**config.mk**
```make
export PLATFORM = sky130hd
export DESIGN_NAME = charger_control_config_regs
export DESIGN_NICKNAME = d
export VERILOG_FILES = /design/src/charger_ctrl_pkg.sv /design/src/charger_control_config_regs.sv /design/src/us_tick_gen.sv /design/src/assert_debouncer.sv
export SDC_FILE = /design/constraint.sdc
export NUM_CORES = 1
export LEC_CHECK = 0
export BUFFER_PORTS_ARGS = -buffer_cell sky130_fd_sc_hd__buf_2
export CAP_MARGIN = 5
export CORE_ASPECT_RATIO = 1.25
export CORE_MARGIN = 2
export CORE_UTILIZATION = 28
export CTS_CLUSTER_SIZE = 10
export DETAILED_ROUTE_END_ITERATION = 16
export PLACE_DENSITY_LB_ADDON = 0.3
export SLEW_MARGIN = 5
export SYNTH_ARGS = -nofsm -noshare
export SYNTH_HDL_FRONTEND = slang
export SYNTH_SLANG_ARGS = --single-unit
export TNS_END_PERCENT = 5
```
**constraint.sdc**
```tcl
create_clock -name clk_sys_in -period 5.3 [get_ports clk_sys_in]
set_input_delay 1.06 -clock clk_sys_in [delete_from_list [all_inputs] [get_ports clk_sys_in]]
set_output_delay 1.06 -clock clk_sys_in [all_outputs]
set_load 0.02 [all_outputs]
```
**src/charger_ctrl_pkg.sv**
```systemverilog
// Behaviour
// - comparator assertion debounce: 2us, 12us, 2ms, 5s
// - bit 13 lets low battery end learn
// - learn mode only with battery present
// - bit 11 enables reverse output
// - bit 10 enables audio filter
// - bits 9:8 override switching frequency
// - turbo enabled when bit 6 clear
// - monitor disable only without adapter
// - bit 4 picks battery monitor
// - bit 3 enables system power monitor
// - bit 2 stops switching, gate on
// - low voltage alert threshold, single cell fixed
// - bits 15:14 set trickle current
// - reverse enable debounced 1.3s or 150ms
// - bit 12 enables two-level input limit
// - adapter flag debounce 1.3s or 150ms
// - first insertion always uses 150ms; here only while the input switch has not yet opened since reset
// - alert debounce selectable; low voltage 10us
// - alert held for selected minimum time
// - reverse mode input switch by bit 5
package charger_ctrl_pkg;

	// ---------------------------------------------------------------
	// register map
	// ---------------------------------------------------------------
	localparam logic [7:0] CTRL_ONE_ADDR = 8'h3c;
	localparam logic [7:0] CTRL_TWO_ADDR = 8'h3d;
	localparam logic [15:0] CTRL_RESET = 16'h0000;
	localparam logic [15:0] CTRL_ONE_MASK = 16'hff7f;
	localparam logic [15:0] CTRL_TWO_MASK = 16'hffe0;

	// ---------------------------------------------------------------
	// control one fields
	// ---------------------------------------------------------------
	localparam int C1_CMP_DB_HI = 15;
	localparam int C1_CMP_DB_LO = 14;
	localparam int C1_LEARN_EXIT = 13;
	localparam int C1_LEARN_EN = 12;
	localparam int C1_REVERSE_EN = 11;
	localparam int C1_AUDIO = 10;
	localparam int C1_FREQ_HI = 9;
	localparam int C1_FREQ_LO = 8;
	localparam int C1_TURBO_DIS = 6;
	localparam int C1_MON_DIS = 5;
	localparam int C1_MON_SEL = 4;
	localparam int C1_PWR_MON = 3;
	localparam int C1_OUT_DIS = 2;
	localparam int C1_LOWV_HI = 1;
	localparam int C1_LOWV_LO = 0;

	// ---------------------------------------------------------------
	// control two fields
	// ---------------------------------------------------------------
	localparam int C2_TRICKLE_HI = 15;
	localparam int C2_TRICKLE_LO = 14;
	localparam int C2_REV_DB_SHORT = 13;
	localparam int C2_TWO_LEVEL = 12;
	localparam int C2_ADP_DB_SHORT = 11;
	localparam int C2_ALERT_DB_HI = 10;
	localparam int C2_ALERT_DB_LO = 9;
	localparam int C2_HOLD_HI = 8;
	localparam int C2_HOLD_LO = 6;
	localparam int C2_SWITCH_OFF = 5;

	// ---------------------------------------------------------------
	// timing: one microsecond tick
	// ---------------------------------------------------------------
	localparam int CLK_HZ = 10_000_000;
	localparam int TICK_NS = 1000;
	localparam int TICK_CYCLES = CLK_HZ / 1_000_000 * TICK_NS / 1000;
	localparam int TICK_W = 4;
	localparam int CNT_W = 23;

	localparam logic [CNT_W-1:0] CMP_DB_2US = 23'h000002;
	localparam logic [CNT_W-1:0] CMP_DB_12US = 23'h00000c;
	localparam logic [CNT_W-1:0] ALERT_DB_7US = 23'h000007;
	localparam logic [CNT_W-1:0] ALERT_DB_100US = 23'h000064;
	localparam logic [CNT_W-1:0] ALERT_DB_500US = 23'h0001f4;
	localparam logic [CNT_W-1:0] ALERT_DB_1MS = 23'h0003e8;
	localparam logic [CNT_W-1:0] LOWV_DB_10US = 23'h00000a;
	localparam logic [CNT_W-1:0] HOLD_1MS = 23'h0003e8;
	localparam logic [CNT_W-1:0] HOLD_500US = 23'h0001f4;
	localparam logic [CNT_W-1:0] HOLD_100US = 23'h000064;
	localparam logic [CNT_W-1:0] HOLD_0S = 23'h000000;

	// ---------------------------------------------------------------
	// decoded analog settings
	// ---------------------------------------------------------------
	localparam logic [7:0] LOWV_6V0 = 8'h3c;
	localparam logic [7:0] LOWV_6V3 = 8'h3f;
	localparam logic [7:0] LOWV_6V6 = 8'h42;
	localparam logic [7:0] LOWV_6V9 = 8'h45;
	localparam logic [7:0] LOWV_1CELL = 8'h18;
	localparam logic [9:0] TRICKLE_256 = 10'h100;
	localparam logic [9:0] TRICKLE_128 = 10'h080;
	localparam logic [9:0] TRICKLE_64 = 10'h040;
	localparam logic [9:0] TRICKLE_512 = 10'h200;

endpackage

```
**src/charger_control_config_regs.sv**
```systemverilog
`timescale 1ns/1ps
module charger_control_config_regs #(
	parameter logic [charger_ctrl_pkg::CNT_W-1:0] CMP_DB_2MS_US = 23'h0007d0,
	parameter logic [charger_ctrl_pkg::CNT_W-1:0] CMP_DB_5S_US = 23'h4c4b40,
	parameter logic [charger_ctrl_pkg::CNT_W-1:0] LONG_DB_1P3S_US = 23'h13d620,
	parameter logic [charger_ctrl_pkg::CNT_W-1:0] SHORT_DB_150MS_US = 23'h0249f0,
	parameter logic [charger_ctrl_pkg::CNT_W-1:0] HOLD_20MS_US = 23'h004e20,
	parameter logic [charger_ctrl_pkg::CNT_W-1:0] HOLD_15MS_US = 23'h003a98,
	parameter logic [charger_ctrl_pkg::CNT_W-1:0] HOLD_10MS_US = 23'h002710,
	parameter logic [charger_ctrl_pkg::CNT_W-1:0] HOLD_5MS_US = 23'h001388
) (
	// clock and reset
	input wire logic clk_sys_in,
	input wire logic rst_in,
	// register access, command code addressed
	input wire logic reg_wr_in,
	input wire logic reg_rd_in,
	input wire logic [7:0] reg_cmd_in,
	input wire logic [15:0] reg_wdata_in,
	output logic [15:0] reg_rdata_out,
	output logic reg_rvalid_out,
	// power stage status
	input wire logic comparator_raw_in,
	input wire logic battery_absent_pin_in,
	input wire logic vbat_below_min_in,
	input wire logic turbo_mode_in,
	input wire logic adapter_inserted_in,
	input wire logic single_cell_in,
	input wire logic adapter_current_alert_in,
	input wire logic discharge_current_alert_in,
	input wire logic low_system_voltage_alert_in,
	// power stage controls
	output logic comparator_asserted_out,
	output logic learn_mode_out,
	output logic reverse_output_on_out,
	output logic audio_filter_en_out,
	output logic [1:0] freq_override_out,
	output logic battery_gate_fet_on_out,
	output logic current_monitor_en_out,
	output logic monitor_select_battery_out,
	output logic system_power_monitor_en_out,
	output logic switching_en_out,
	output logic [7:0] low_voltage_threshold_out,
	output logic [9:0] trickle_current_ma_out,
	output logic two_level_limit_en_out,
	output logic adapter_present_flag_out,
	output logic adapter_input_switch_on_out,
	output logic processor_hot_alert_out
);
	localparam int W = charger_ctrl_pkg::CNT_W;

	// ---------------------------------------------------------------
	// decode functions
	// ---------------------------------------------------------------
	function automatic logic [W-1:0] long_or_short(input logic short_sel);
		return short_sel ? SHORT_DB_150MS_US : LONG_DB_1P3S_US;
	endfunction

	function automatic logic [W-1:0] cmp_db(input logic [1:0] code);
		unique case (code)
			2'h0: return charger_ctrl_pkg::CMP_DB_2US;
			2'h1: return charger_ctrl_pkg::CMP_DB_12US;
			2'h2: return CMP_DB_2MS_US;
			2'h3: return CMP_DB_5S_US;
		endcase
	endfunction

	function automatic logic [W-1:0] alert_db(input logic [1:0] code);
		unique case (code)
			2'h0: return charger_ctrl_pkg::ALERT_DB_7US;
			2'h1: return charger_ctrl_pkg::ALERT_DB_100US;
			2'h2: return charger_ctrl_pkg::ALERT_DB_500US;
			2'h3: return charger_ctrl_pkg::ALERT_DB_1MS;
		endcase
	endfunction

	function automatic logic [W-1:0] hold_time(input logic [2:0] code);
		unique case (code)
			3'h0: return HOLD_10MS_US;
			3'h1: return HOLD_20MS_US;
			3'h2: return HOLD_15MS_US;
			3'h3: return HOLD_5MS_US;
			3'h4: return charger_ctrl_pkg::HOLD_1MS;
			3'h5: return charger_ctrl_pkg::HOLD_500US;
			3'h6: return charger_ctrl_pkg::HOLD_100US;
			3'h7: return charger_ctrl_pkg::HOLD_0S;
		endcase
	endfunction

	// ---------------------------------------------------------------
	// registers
	// ---------------------------------------------------------------
	logic [15:0] ctrl_one_ff;
	logic [15:0] ctrl_two_ff;
	logic hit_one;
	logic hit_two;
	logic [15:0] nxt_rdata;

	assign hit_one = (reg_cmd_in == charger_ctrl_pkg::CTRL_ONE_ADDR);
	assign hit_two = (reg_cmd_in == charger_ctrl_pkg::CTRL_TWO_ADDR);
	// unmapped codes read as zero
	assign nxt_rdata = hit_one ? ctrl_one_ff
		: (hit_two ? ctrl_two_ff : 16'h0000);

	always_ff @(posedge clk_sys_in) begin
		if (rst_in) begin
			ctrl_one_ff <= charger_ctrl_pkg::CTRL_RESET;
			ctrl_two_ff <= charger_ctrl_pkg::CTRL_RESET;
			reg_rdata_out <= 16'h0000;
			reg_rvalid_out <= 1'b0;
		end else begin
			// control one bit 7 and control two bits 4:0 are dropped, so host writes there are harmless
			if (reg_wr_in && hit_one)
				ctrl_one_ff <= reg_wdata_in & charger_ctrl_pkg::CTRL_ONE_MASK;
			if (reg_wr_in && hit_two)
				ctrl_two_ff <= reg_wdata_in & charger_ctrl_pkg::CTRL_TWO_MASK;
			reg_rdata_out <= reg_rd_in ? nxt_rdata : 16'h0000;
			reg_rvalid_out <= reg_rd_in;
		end
	end

	// ---------------------------------------------------------------
	// field wires
	// ---------------------------------------------------------------
	logic [1:0] cmp_code;
	logic [1:0] alert_code;
	logic [2:0] hold_code;
	logic [1:0] lowv_code;
	logic [1:0] trickle_code;
	logic reverse_req;
	logic reverse_mode;

	assign cmp_code = ctrl_one_ff[charger_ctrl_pkg::C1_CMP_DB_HI:charger_ctrl_pkg::C1_CMP_DB_LO];
	assign alert_code = ctrl_two_ff[charger_ctrl_pkg::C2_ALERT_DB_HI:charger_ctrl_pkg::C2_ALERT_DB_LO];
	assign hold_code = ctrl_two_ff[charger_ctrl_pkg::C2_HOLD_HI:charger_ctrl_pkg::C2_HOLD_LO];
	assign lowv_code = ctrl_one_ff[charger_ctrl_pkg::C1_LOWV_HI:charger_ctrl_pkg::C1_LOWV_LO];
	assign trickle_code = ctrl_two_ff[charger_ctrl_pkg::C2_TRICKLE_HI:charger_ctrl_pkg::C2_TRICKLE_LO];
	assign reverse_req = ctrl_one_ff[charger_ctrl_pkg::C1_REVERSE_EN];

	// ---------------------------------------------------------------
	// timers
	// ---------------------------------------------------------------
	logic tick;
	logic cmp_stable;
	logic reverse_stable;
	logic adapter_stable;
	logic curr_alert_stable;
	logic lowv_alert_stable;
	logic switch_was_off_ff;
	logic [W-1:0] adapter_db;
	logic [W-1:0] reverse_db;

	// shared 1 us tick: debounces may run up to a tick short
	us_tick_gen u_tick (
		.clk_sys_in(clk_sys_in),
		.rst_in(rst_in),
		.tick_out(tick)
	);

	assert_debouncer u_cmp_db (
		.clk_sys_in(clk_sys_in),
		.rst_in(rst_in),
		.tick_in(tick),
		.limit_in(cmp_db(cmp_code)),
		.raw_in(comparator_raw_in),
		.stable_out(cmp_stable)
	);

	// enable waits the debounce, disable acts at once
	assign reverse_db = long_or_short(ctrl_two_ff[charger_ctrl_pkg::C2_REV_DB_SHORT]);
	assert_debouncer u_rev_db (
		.clk_sys_in(clk_sys_in),
		.rst_in(rst_in),
		.tick_in(tick),
		.limit_in(reverse_db),
		.raw_in(reverse_req),
		.stable_out(reverse_stable)
	);

	// first insertion since reset is fixed short until the switch has opened once
	assign adapter_db = switch_was_off_ff ? long_or_short(ctrl_two_ff[charger_ctrl_pkg::C2_ADP_DB_SHORT])
		: SHORT_DB_150MS_US;

	assert_debouncer u_adp_db (
		.clk_sys_in(clk_sys_in),
		.rst_in(rst_in),
		.tick_in(tick),
		.limit_in(adapter_db),
		.raw_in(adapter_inserted_in),
		.stable_out(adapter_stable)
	);

	assert_debouncer u_curr_db (
		.clk_sys_in(clk_sys_in),
		.rst_in(rst_in),
		.tick_in(tick),
		.limit_in(alert_db(alert_code)),
		.raw_in(adapter_current_alert_in | discharge_current_alert_in),
		.stable_out(curr_alert_stable)
	);

	assert_debouncer u_lowv_db (
		.clk_sys_in(clk_sys_in),
		.rst_in(rst_in),
		.tick_in(tick),
		.limit_in(charger_ctrl_pkg::LOWV_DB_10US),
		.raw_in(low_system_voltage_alert_in),
		.stable_out(lowv_alert_stable)
	);

	// ---------------------------------------------------------------
	// learn mode and alert hold
	// ---------------------------------------------------------------
	logic learn_exited_ff;
	logic learn_req;
	logic [W-1:0] hold_ff;
	logic alert_src;
	logic alert_now;
	logic nxt_switch;

	assign learn_req = ctrl_one_ff[charger_ctrl_pkg::C1_LEARN_EN] && !battery_absent_pin_in;
	// any debounced source reloads the hold
	assign alert_src = curr_alert_stable | lowv_alert_stable;
	assign alert_now = alert_src || (hold_ff != '0);
	assign reverse_mode = reverse_stable;
	// outside reverse mode the switch follows the adapter
	assign nxt_switch = reverse_mode ? !ctrl_two_ff[charger_ctrl_pkg::C2_SWITCH_OFF]
		: adapter_stable;

	always_ff @(posedge clk_sys_in) begin
		if (rst_in) begin
			learn_exited_ff <= 1'b0;
			hold_ff <= '0;
			switch_was_off_ff <= 1'b0;
		end else begin
			// exit sticks until learn is disabled and re-enabled
			if (!ctrl_one_ff[charger_ctrl_pkg::C1_LEARN_EN])
				learn_exited_ff <= 1'b0;
			else if (ctrl_one_ff[charger_ctrl_pkg::C1_LEARN_EXIT] && vbat_below_min_in)
				learn_exited_ff <= 1'b1;
			if (alert_src)
				hold_ff <= hold_time(hold_code);
			else if (tick && hold_ff != '0)
				hold_ff <= hold_ff - 1'b1;
			if (adapter_input_switch_on_out && !nxt_switch)
				switch_was_off_ff <= 1'b1;
		end
	end

	// ---------------------------------------------------------------
	// registered outputs
	// ---------------------------------------------------------------
	logic [7:0] nxt_lowv;
	logic [9:0] nxt_trickle;

	assign nxt_lowv = single_cell_in ? charger_ctrl_pkg::LOWV_1CELL :
		(lowv_code == 2'h0) ? charger_ctrl_pkg::LOWV_6V0 :
		(lowv_code == 2'h1) ? charger_ctrl_pkg::LOWV_6V3 :
		(lowv_code == 2'h2) ? charger_ctrl_pkg::LOWV_6V6 : charger_ctrl_pkg::LOWV_6V9;
	assign nxt_trickle = (trickle_code == 2'h0) ? charger_ctrl_pkg::TRICKLE_256 :
		(trickle_code == 2'h1) ? charger_ctrl_pkg::TRICKLE_128 :
		(trickle_code == 2'h2) ? charger_ctrl_pkg::TRICKLE_64 : charger_ctrl_pkg::TRICKLE_512;

	always_ff @(posedge clk_sys_in) begin
		if (rst_in) begin
			comparator_asserted_out <= 1'b0;
			learn_mode_out <= 1'b0;
			reverse_output_on_out <= 1'b0;
			audio_filter_en_out <= 1'b0;
			freq_override_out <= 2'h0;
			battery_gate_fet_on_out <= 1'b0;
			current_monitor_en_out <= 1'b1;
			monitor_select_battery_out <= 1'b0;
			system_power_monitor_en_out <= 1'b0;
			switching_en_out <= 1'b1;
			low_voltage_threshold_out <= charger_ctrl_pkg::LOWV_6V0;
			trickle_current_ma_out <= charger_ctrl_pkg::TRICKLE_256;
			two_level_limit_en_out <= 1'b0;
			adapter_present_flag_out <= 1'b0;
			adapter_input_switch_on_out <= 1'b0;
			processor_hot_alert_out <= 1'b0;
		end else begin
			comparator_asserted_out <= cmp_stable;
			learn_mode_out <= learn_req && !learn_exited_ff;
			reverse_output_on_out <= reverse_stable;
			audio_filter_en_out <= ctrl_one_ff[charger_ctrl_pkg::C1_AUDIO];
			freq_override_out <= ctrl_one_ff[charger_ctrl_pkg::C1_FREQ_HI:charger_ctrl_pkg::C1_FREQ_LO];
			battery_gate_fet_on_out <= (!ctrl_one_ff[charger_ctrl_pkg::C1_TURBO_DIS] && turbo_mode_in)
				|| ctrl_one_ff[charger_ctrl_pkg::C1_OUT_DIS];
			current_monitor_en_out <= adapter_stable
				|| !ctrl_one_ff[charger_ctrl_pkg::C1_MON_DIS];
			monitor_select_battery_out <= ctrl_one_ff[charger_ctrl_pkg::C1_MON_SEL];
			system_power_monitor_en_out <= ctrl_one_ff[charger_ctrl_pkg::C1_PWR_MON];
			switching_en_out <= !ctrl_one_ff[charger_ctrl_pkg::C1_OUT_DIS];
			low_voltage_threshold_out <= nxt_lowv;
			trickle_current_ma_out <= nxt_trickle;
			two_level_limit_en_out <= ctrl_two_ff[charger_ctrl_pkg::C2_TWO_LEVEL];
			adapter_present_flag_out <= adapter_stable;
			adapter_input_switch_on_out <= nxt_switch;
			processor_hot_alert_out <= alert_now;
		end
	end
endmodule // charger_control_config_regs

```
**src/us_tick_gen.sv**
```systemverilog
`timescale 1ns/1ps
module us_tick_gen (
	// clock and reset
	input wire logic clk_sys_in,
	input wire logic rst_in,
	// tick
	output logic tick_out
);
	logic [charger_ctrl_pkg::TICK_W-1:0] div_ff;
	logic wrap;

	assign wrap = (div_ff == charger_ctrl_pkg::TICK_W'(charger_ctrl_pkg::TICK_CYCLES - 1));

	always_ff @(posedge clk_sys_in) begin
		if (rst_in) begin
			div_ff <= '0;
			tick_out <= 1'b0;
		end else begin
			div_ff <= wrap ? '0 : div_ff + 1'b1;
			tick_out <= wrap;
		end
	end
endmodule // us_tick_gen

```
**src/assert_debouncer.sv**
```systemverilog
`timescale 1ns/1ps
// output rises once raw has stayed high for limit ticks, falls at once
module assert_debouncer (
	// clock and reset
	input wire logic clk_sys_in,
	input wire logic rst_in,
	// timing
	input wire logic tick_in,
	input wire logic [charger_ctrl_pkg::CNT_W-1:0] limit_in,
	// signal
	input wire logic raw_in,
	output logic stable_out
);
	logic [charger_ctrl_pkg::CNT_W-1:0] cnt_ff;
	logic done;

	assign done = (cnt_ff >= limit_in);

	always_ff @(posedge clk_sys_in) begin
		if (rst_in || !raw_in) begin
			cnt_ff <= '0;
			stable_out <= 1'b0;
		end else begin
			if (tick_in && !done)
				cnt_ff <= cnt_ff + 1'b1;
			stable_out <= done;
		end
	end
endmodule // assert_debouncer

```
==> impl_metrics.ini <==
[place]
place_ws_ps = 1370
gp_congestion = 0.841
numPortBuffers = 79
place_hpwl_mm = 18.2
post-place-cells = 1701

[final_layout]
final_common_cell = dfxtp_1
fin_nets = 1336
area_growth_pct = 15.1
post_layout_nonfiller_instances = 1740
drive_gt1_share_pct = 11.5
final_cell_mix = dfxtp_1, nor2_1, nand2_1, buf_2, mux2i_1

[sta]
fmax_ghz = 0.270
relSlewSlack_pct = 27.5
worst_pin_slew_ps = 1090
fin_skew_ps = 18.6
finalCriticalPeriod_ps = 3700
finalCritPeriodShare_pct = 69.8
setup_slack_ps = 1600
final_max_slew_viol_count = 0
setup_viol = 0
fin_setup_tns_ps = 0
hold_viol_final = 0
timing.hold.ws_ps = 434
rsz0062_at_grt = no

[worst_setup_path]
critPathMaxFanout = 22
worstPathRequired_ps = 5770
cp_cell_sequence = nor2b_1, inv_1, ha_1, and4b_1, o31a_1, a2111o_1, o221a_1, or4_1, a21oi_1
slowest_delay_ps = 610
crit_path_top_delay_cell = or4_1
endpoint_kind = flop
critPathKind = flop to flop
crit_family = simple AND/OR/NAND/NOR gates
crit_buf_inv = 1
cp.arrival_ps = 4170
start_kind = flop

[job]
drv_cap = 0

[die]
die_y_um = 223
die_area_um2 = 39900
fp-row-count = 80
dieWidth_um = 179
pin_count = 87
initial_core_util_pct = 28.2
core_region_area_um2 = 38000

[clock_network]
clock_path_buffers = 3
clkLatencyLatePin_ps = 550
cts.repair.resized = 0
ctsHoldBuffers = 0
htreeDepth = 1
cts_sinks = 231
tritoncts = done
clk_pin_slew_worst_paths_ps = 50
cts-root-buf = clkbuf_16
cts_buffers = 28
cts.repair_timing.setup_buffer_count = 0

[drt]
vias = 8510
drtPass1Iterations = 4
postRouteAntennaNets = 0
drt_iter0_drc = 392
routed_via_density = 4.89
wirelength_mm = 25.9
wl_per_cell_um = 14.9
drc = 0

[global_route]
grt_max_degree = 57
antenna_found_initial = 1
grt_pass1_wl_mm = 41.6
grt.total_usage_pct = 12.8
grt_overflow_total = 0
grt_pass1_vias = 8193

[yosys]
ys_types = 73
synth_sequential_area_ratio_pct = 43.1
ys.flop_type = dfxtp_1
postSynthCellCount = 1177
ys_ff_latch = 231
synth-edff-count = 0
avgSynthCellArea_um2 = 9.12
synth.cell_area_um2 = 10700
async_reset_ff_share_pct = 0
ys_warn_count = 0

[power_and_ir_drop]
p_leak_uw = 0.00498
powerDensity_nw_per_um2 = 287
peakVddDrop_v = 0.000227

[outcome]
outcome = complete, no violations

[hold_path]
hp-class = flop to flop
## sequential cells by signal, summed over array words and instances, names as in the netlist, 11 cells and up, named ones only
register	flops
reg_rdata_out	16
ctrl_two_ff	11
ctrl_one_ff	15
u_rev_db.cnt_ff	23
hold_ff	23
u_curr_db.cnt_ff	23
u_cmp_db.cnt_ff	23
u_lowv_db.cnt_ff	23
u_adp_db.cnt_ff	23
## worst paths after layout
path / cells past startpoint / slack [ps] / start / endpoint
max reg2reg: 9 / 1600 / switch_was_off_ff / u_adp_db.cnt_ff[6]
min reg2reg: 1 / 430 / ctrl_one_ff[2] / switching_en_out
min: 1 / 430 / ctrl_one_ff[2] / switching_en_out
max: 9 / 1600 / switch_was_off_ff / u_adp_db.cnt_ff[6]
## power by group
part	switching, uW	internal, uW	leakage, uW
clock	714	1010	0.000390
combinational	58.1	27.2	0.00273
sequential	2.81	1740	0.00186
total	775	2770	0.00498
## synthesized netlist by cell type, types with 9 or more instances
cell type | count | area share (%)
a31oi_1 | 9 | 0.52
a21oi_1 | 42 | 2.0
and3_1 | 17 | 0.99
mux2i_1 | 65 | 6.1
o211ai_1 | 9 | 0.63
nand2_1 | 86 | 3.0
nand2b_1 | 34 | 2.0
nor3_1 | 22 | 1.0
ha_1 | 60 | 7.0
dfxtp_1 | 231 | 43
or4_1 | 14 | 0.98
nand4_1 | 34 | 2.0
a211oi_1 | 20 | 1.4
nor2_1 | 117 | 4.1
inv_1 | 35 | 1.2
nor4_1 | 17 | 0.99
o21ai_0 | 25 | 1.2
nor2b_1 | 15 | 0.87
nand3_1 | 34 | 1.6
xor2_1 | 21 | 1.7
clkbuf_1 | 39 | 1.4
buf_2 | 9 | 0.42
or3_1 | 33 | 1.9
and2_1 | 47 | 2.7
xnor2_1 | 9 | 0.73
## cell type report
| type | instances | area [um^2] |
|---|---|---|
| tap | 492 | 616 |
| fill | 3970 | 25700 |
| antenna | 1 | 2.50 |
| clock inverter | 5 | 61.3 |
| clock buffer | 33 | 729 |
| inverter | 36 | 135 |
| timing repair buffer | 88 | 465 |
| sequential | 231 | 4620 |
| multi-input combinational | 854 | 5730 |
## kinds of logic (layout without fill, tap and decap cells)
kind of cell               Yosys count  after routing  share of synthesized area (%)
AOI/OAI and AO/OA                  177            177                           11.7
muxes                               67             67                           6.27
xor gates and xnor gates            30             30                           2.45
other                                1              8                         0.0349
and+or+nand+nor                    513            513                           25.6
buffers and inverters               98            162                           3.82
adders and majority gates           60             60                           6.99
DFF                                231            231                           43.1
## routing by layer
| metal | GRT usage [%] | part of all wire [%] | vias up |
|---|---|---|---|
| li1 | - | - | 4340 |
| met1 | 15.7 | 45 | 4002 |
| met2 | 22.3 | 48 | 119 |
| met3 | 1.91 | 3.5 | 49 |
| met4 | 5.15 | 3.1 | 0 |
| met5 | 0 | 0 | - |
## through the flow
step           total power, uW  instance area [um^2]  utilization [%]
2_1_floorplan             1840                 10800                -
3_3_place_gp              1870                 11600             30.4
3_5_place_dp              1870                 11600             30.4
4_1_cts                   3620                 12400             32.5
5_1_grt                   3690                 12400             32.5
6_report                  3550                 12400             32.5
Power figures use the tool's default switching activity.
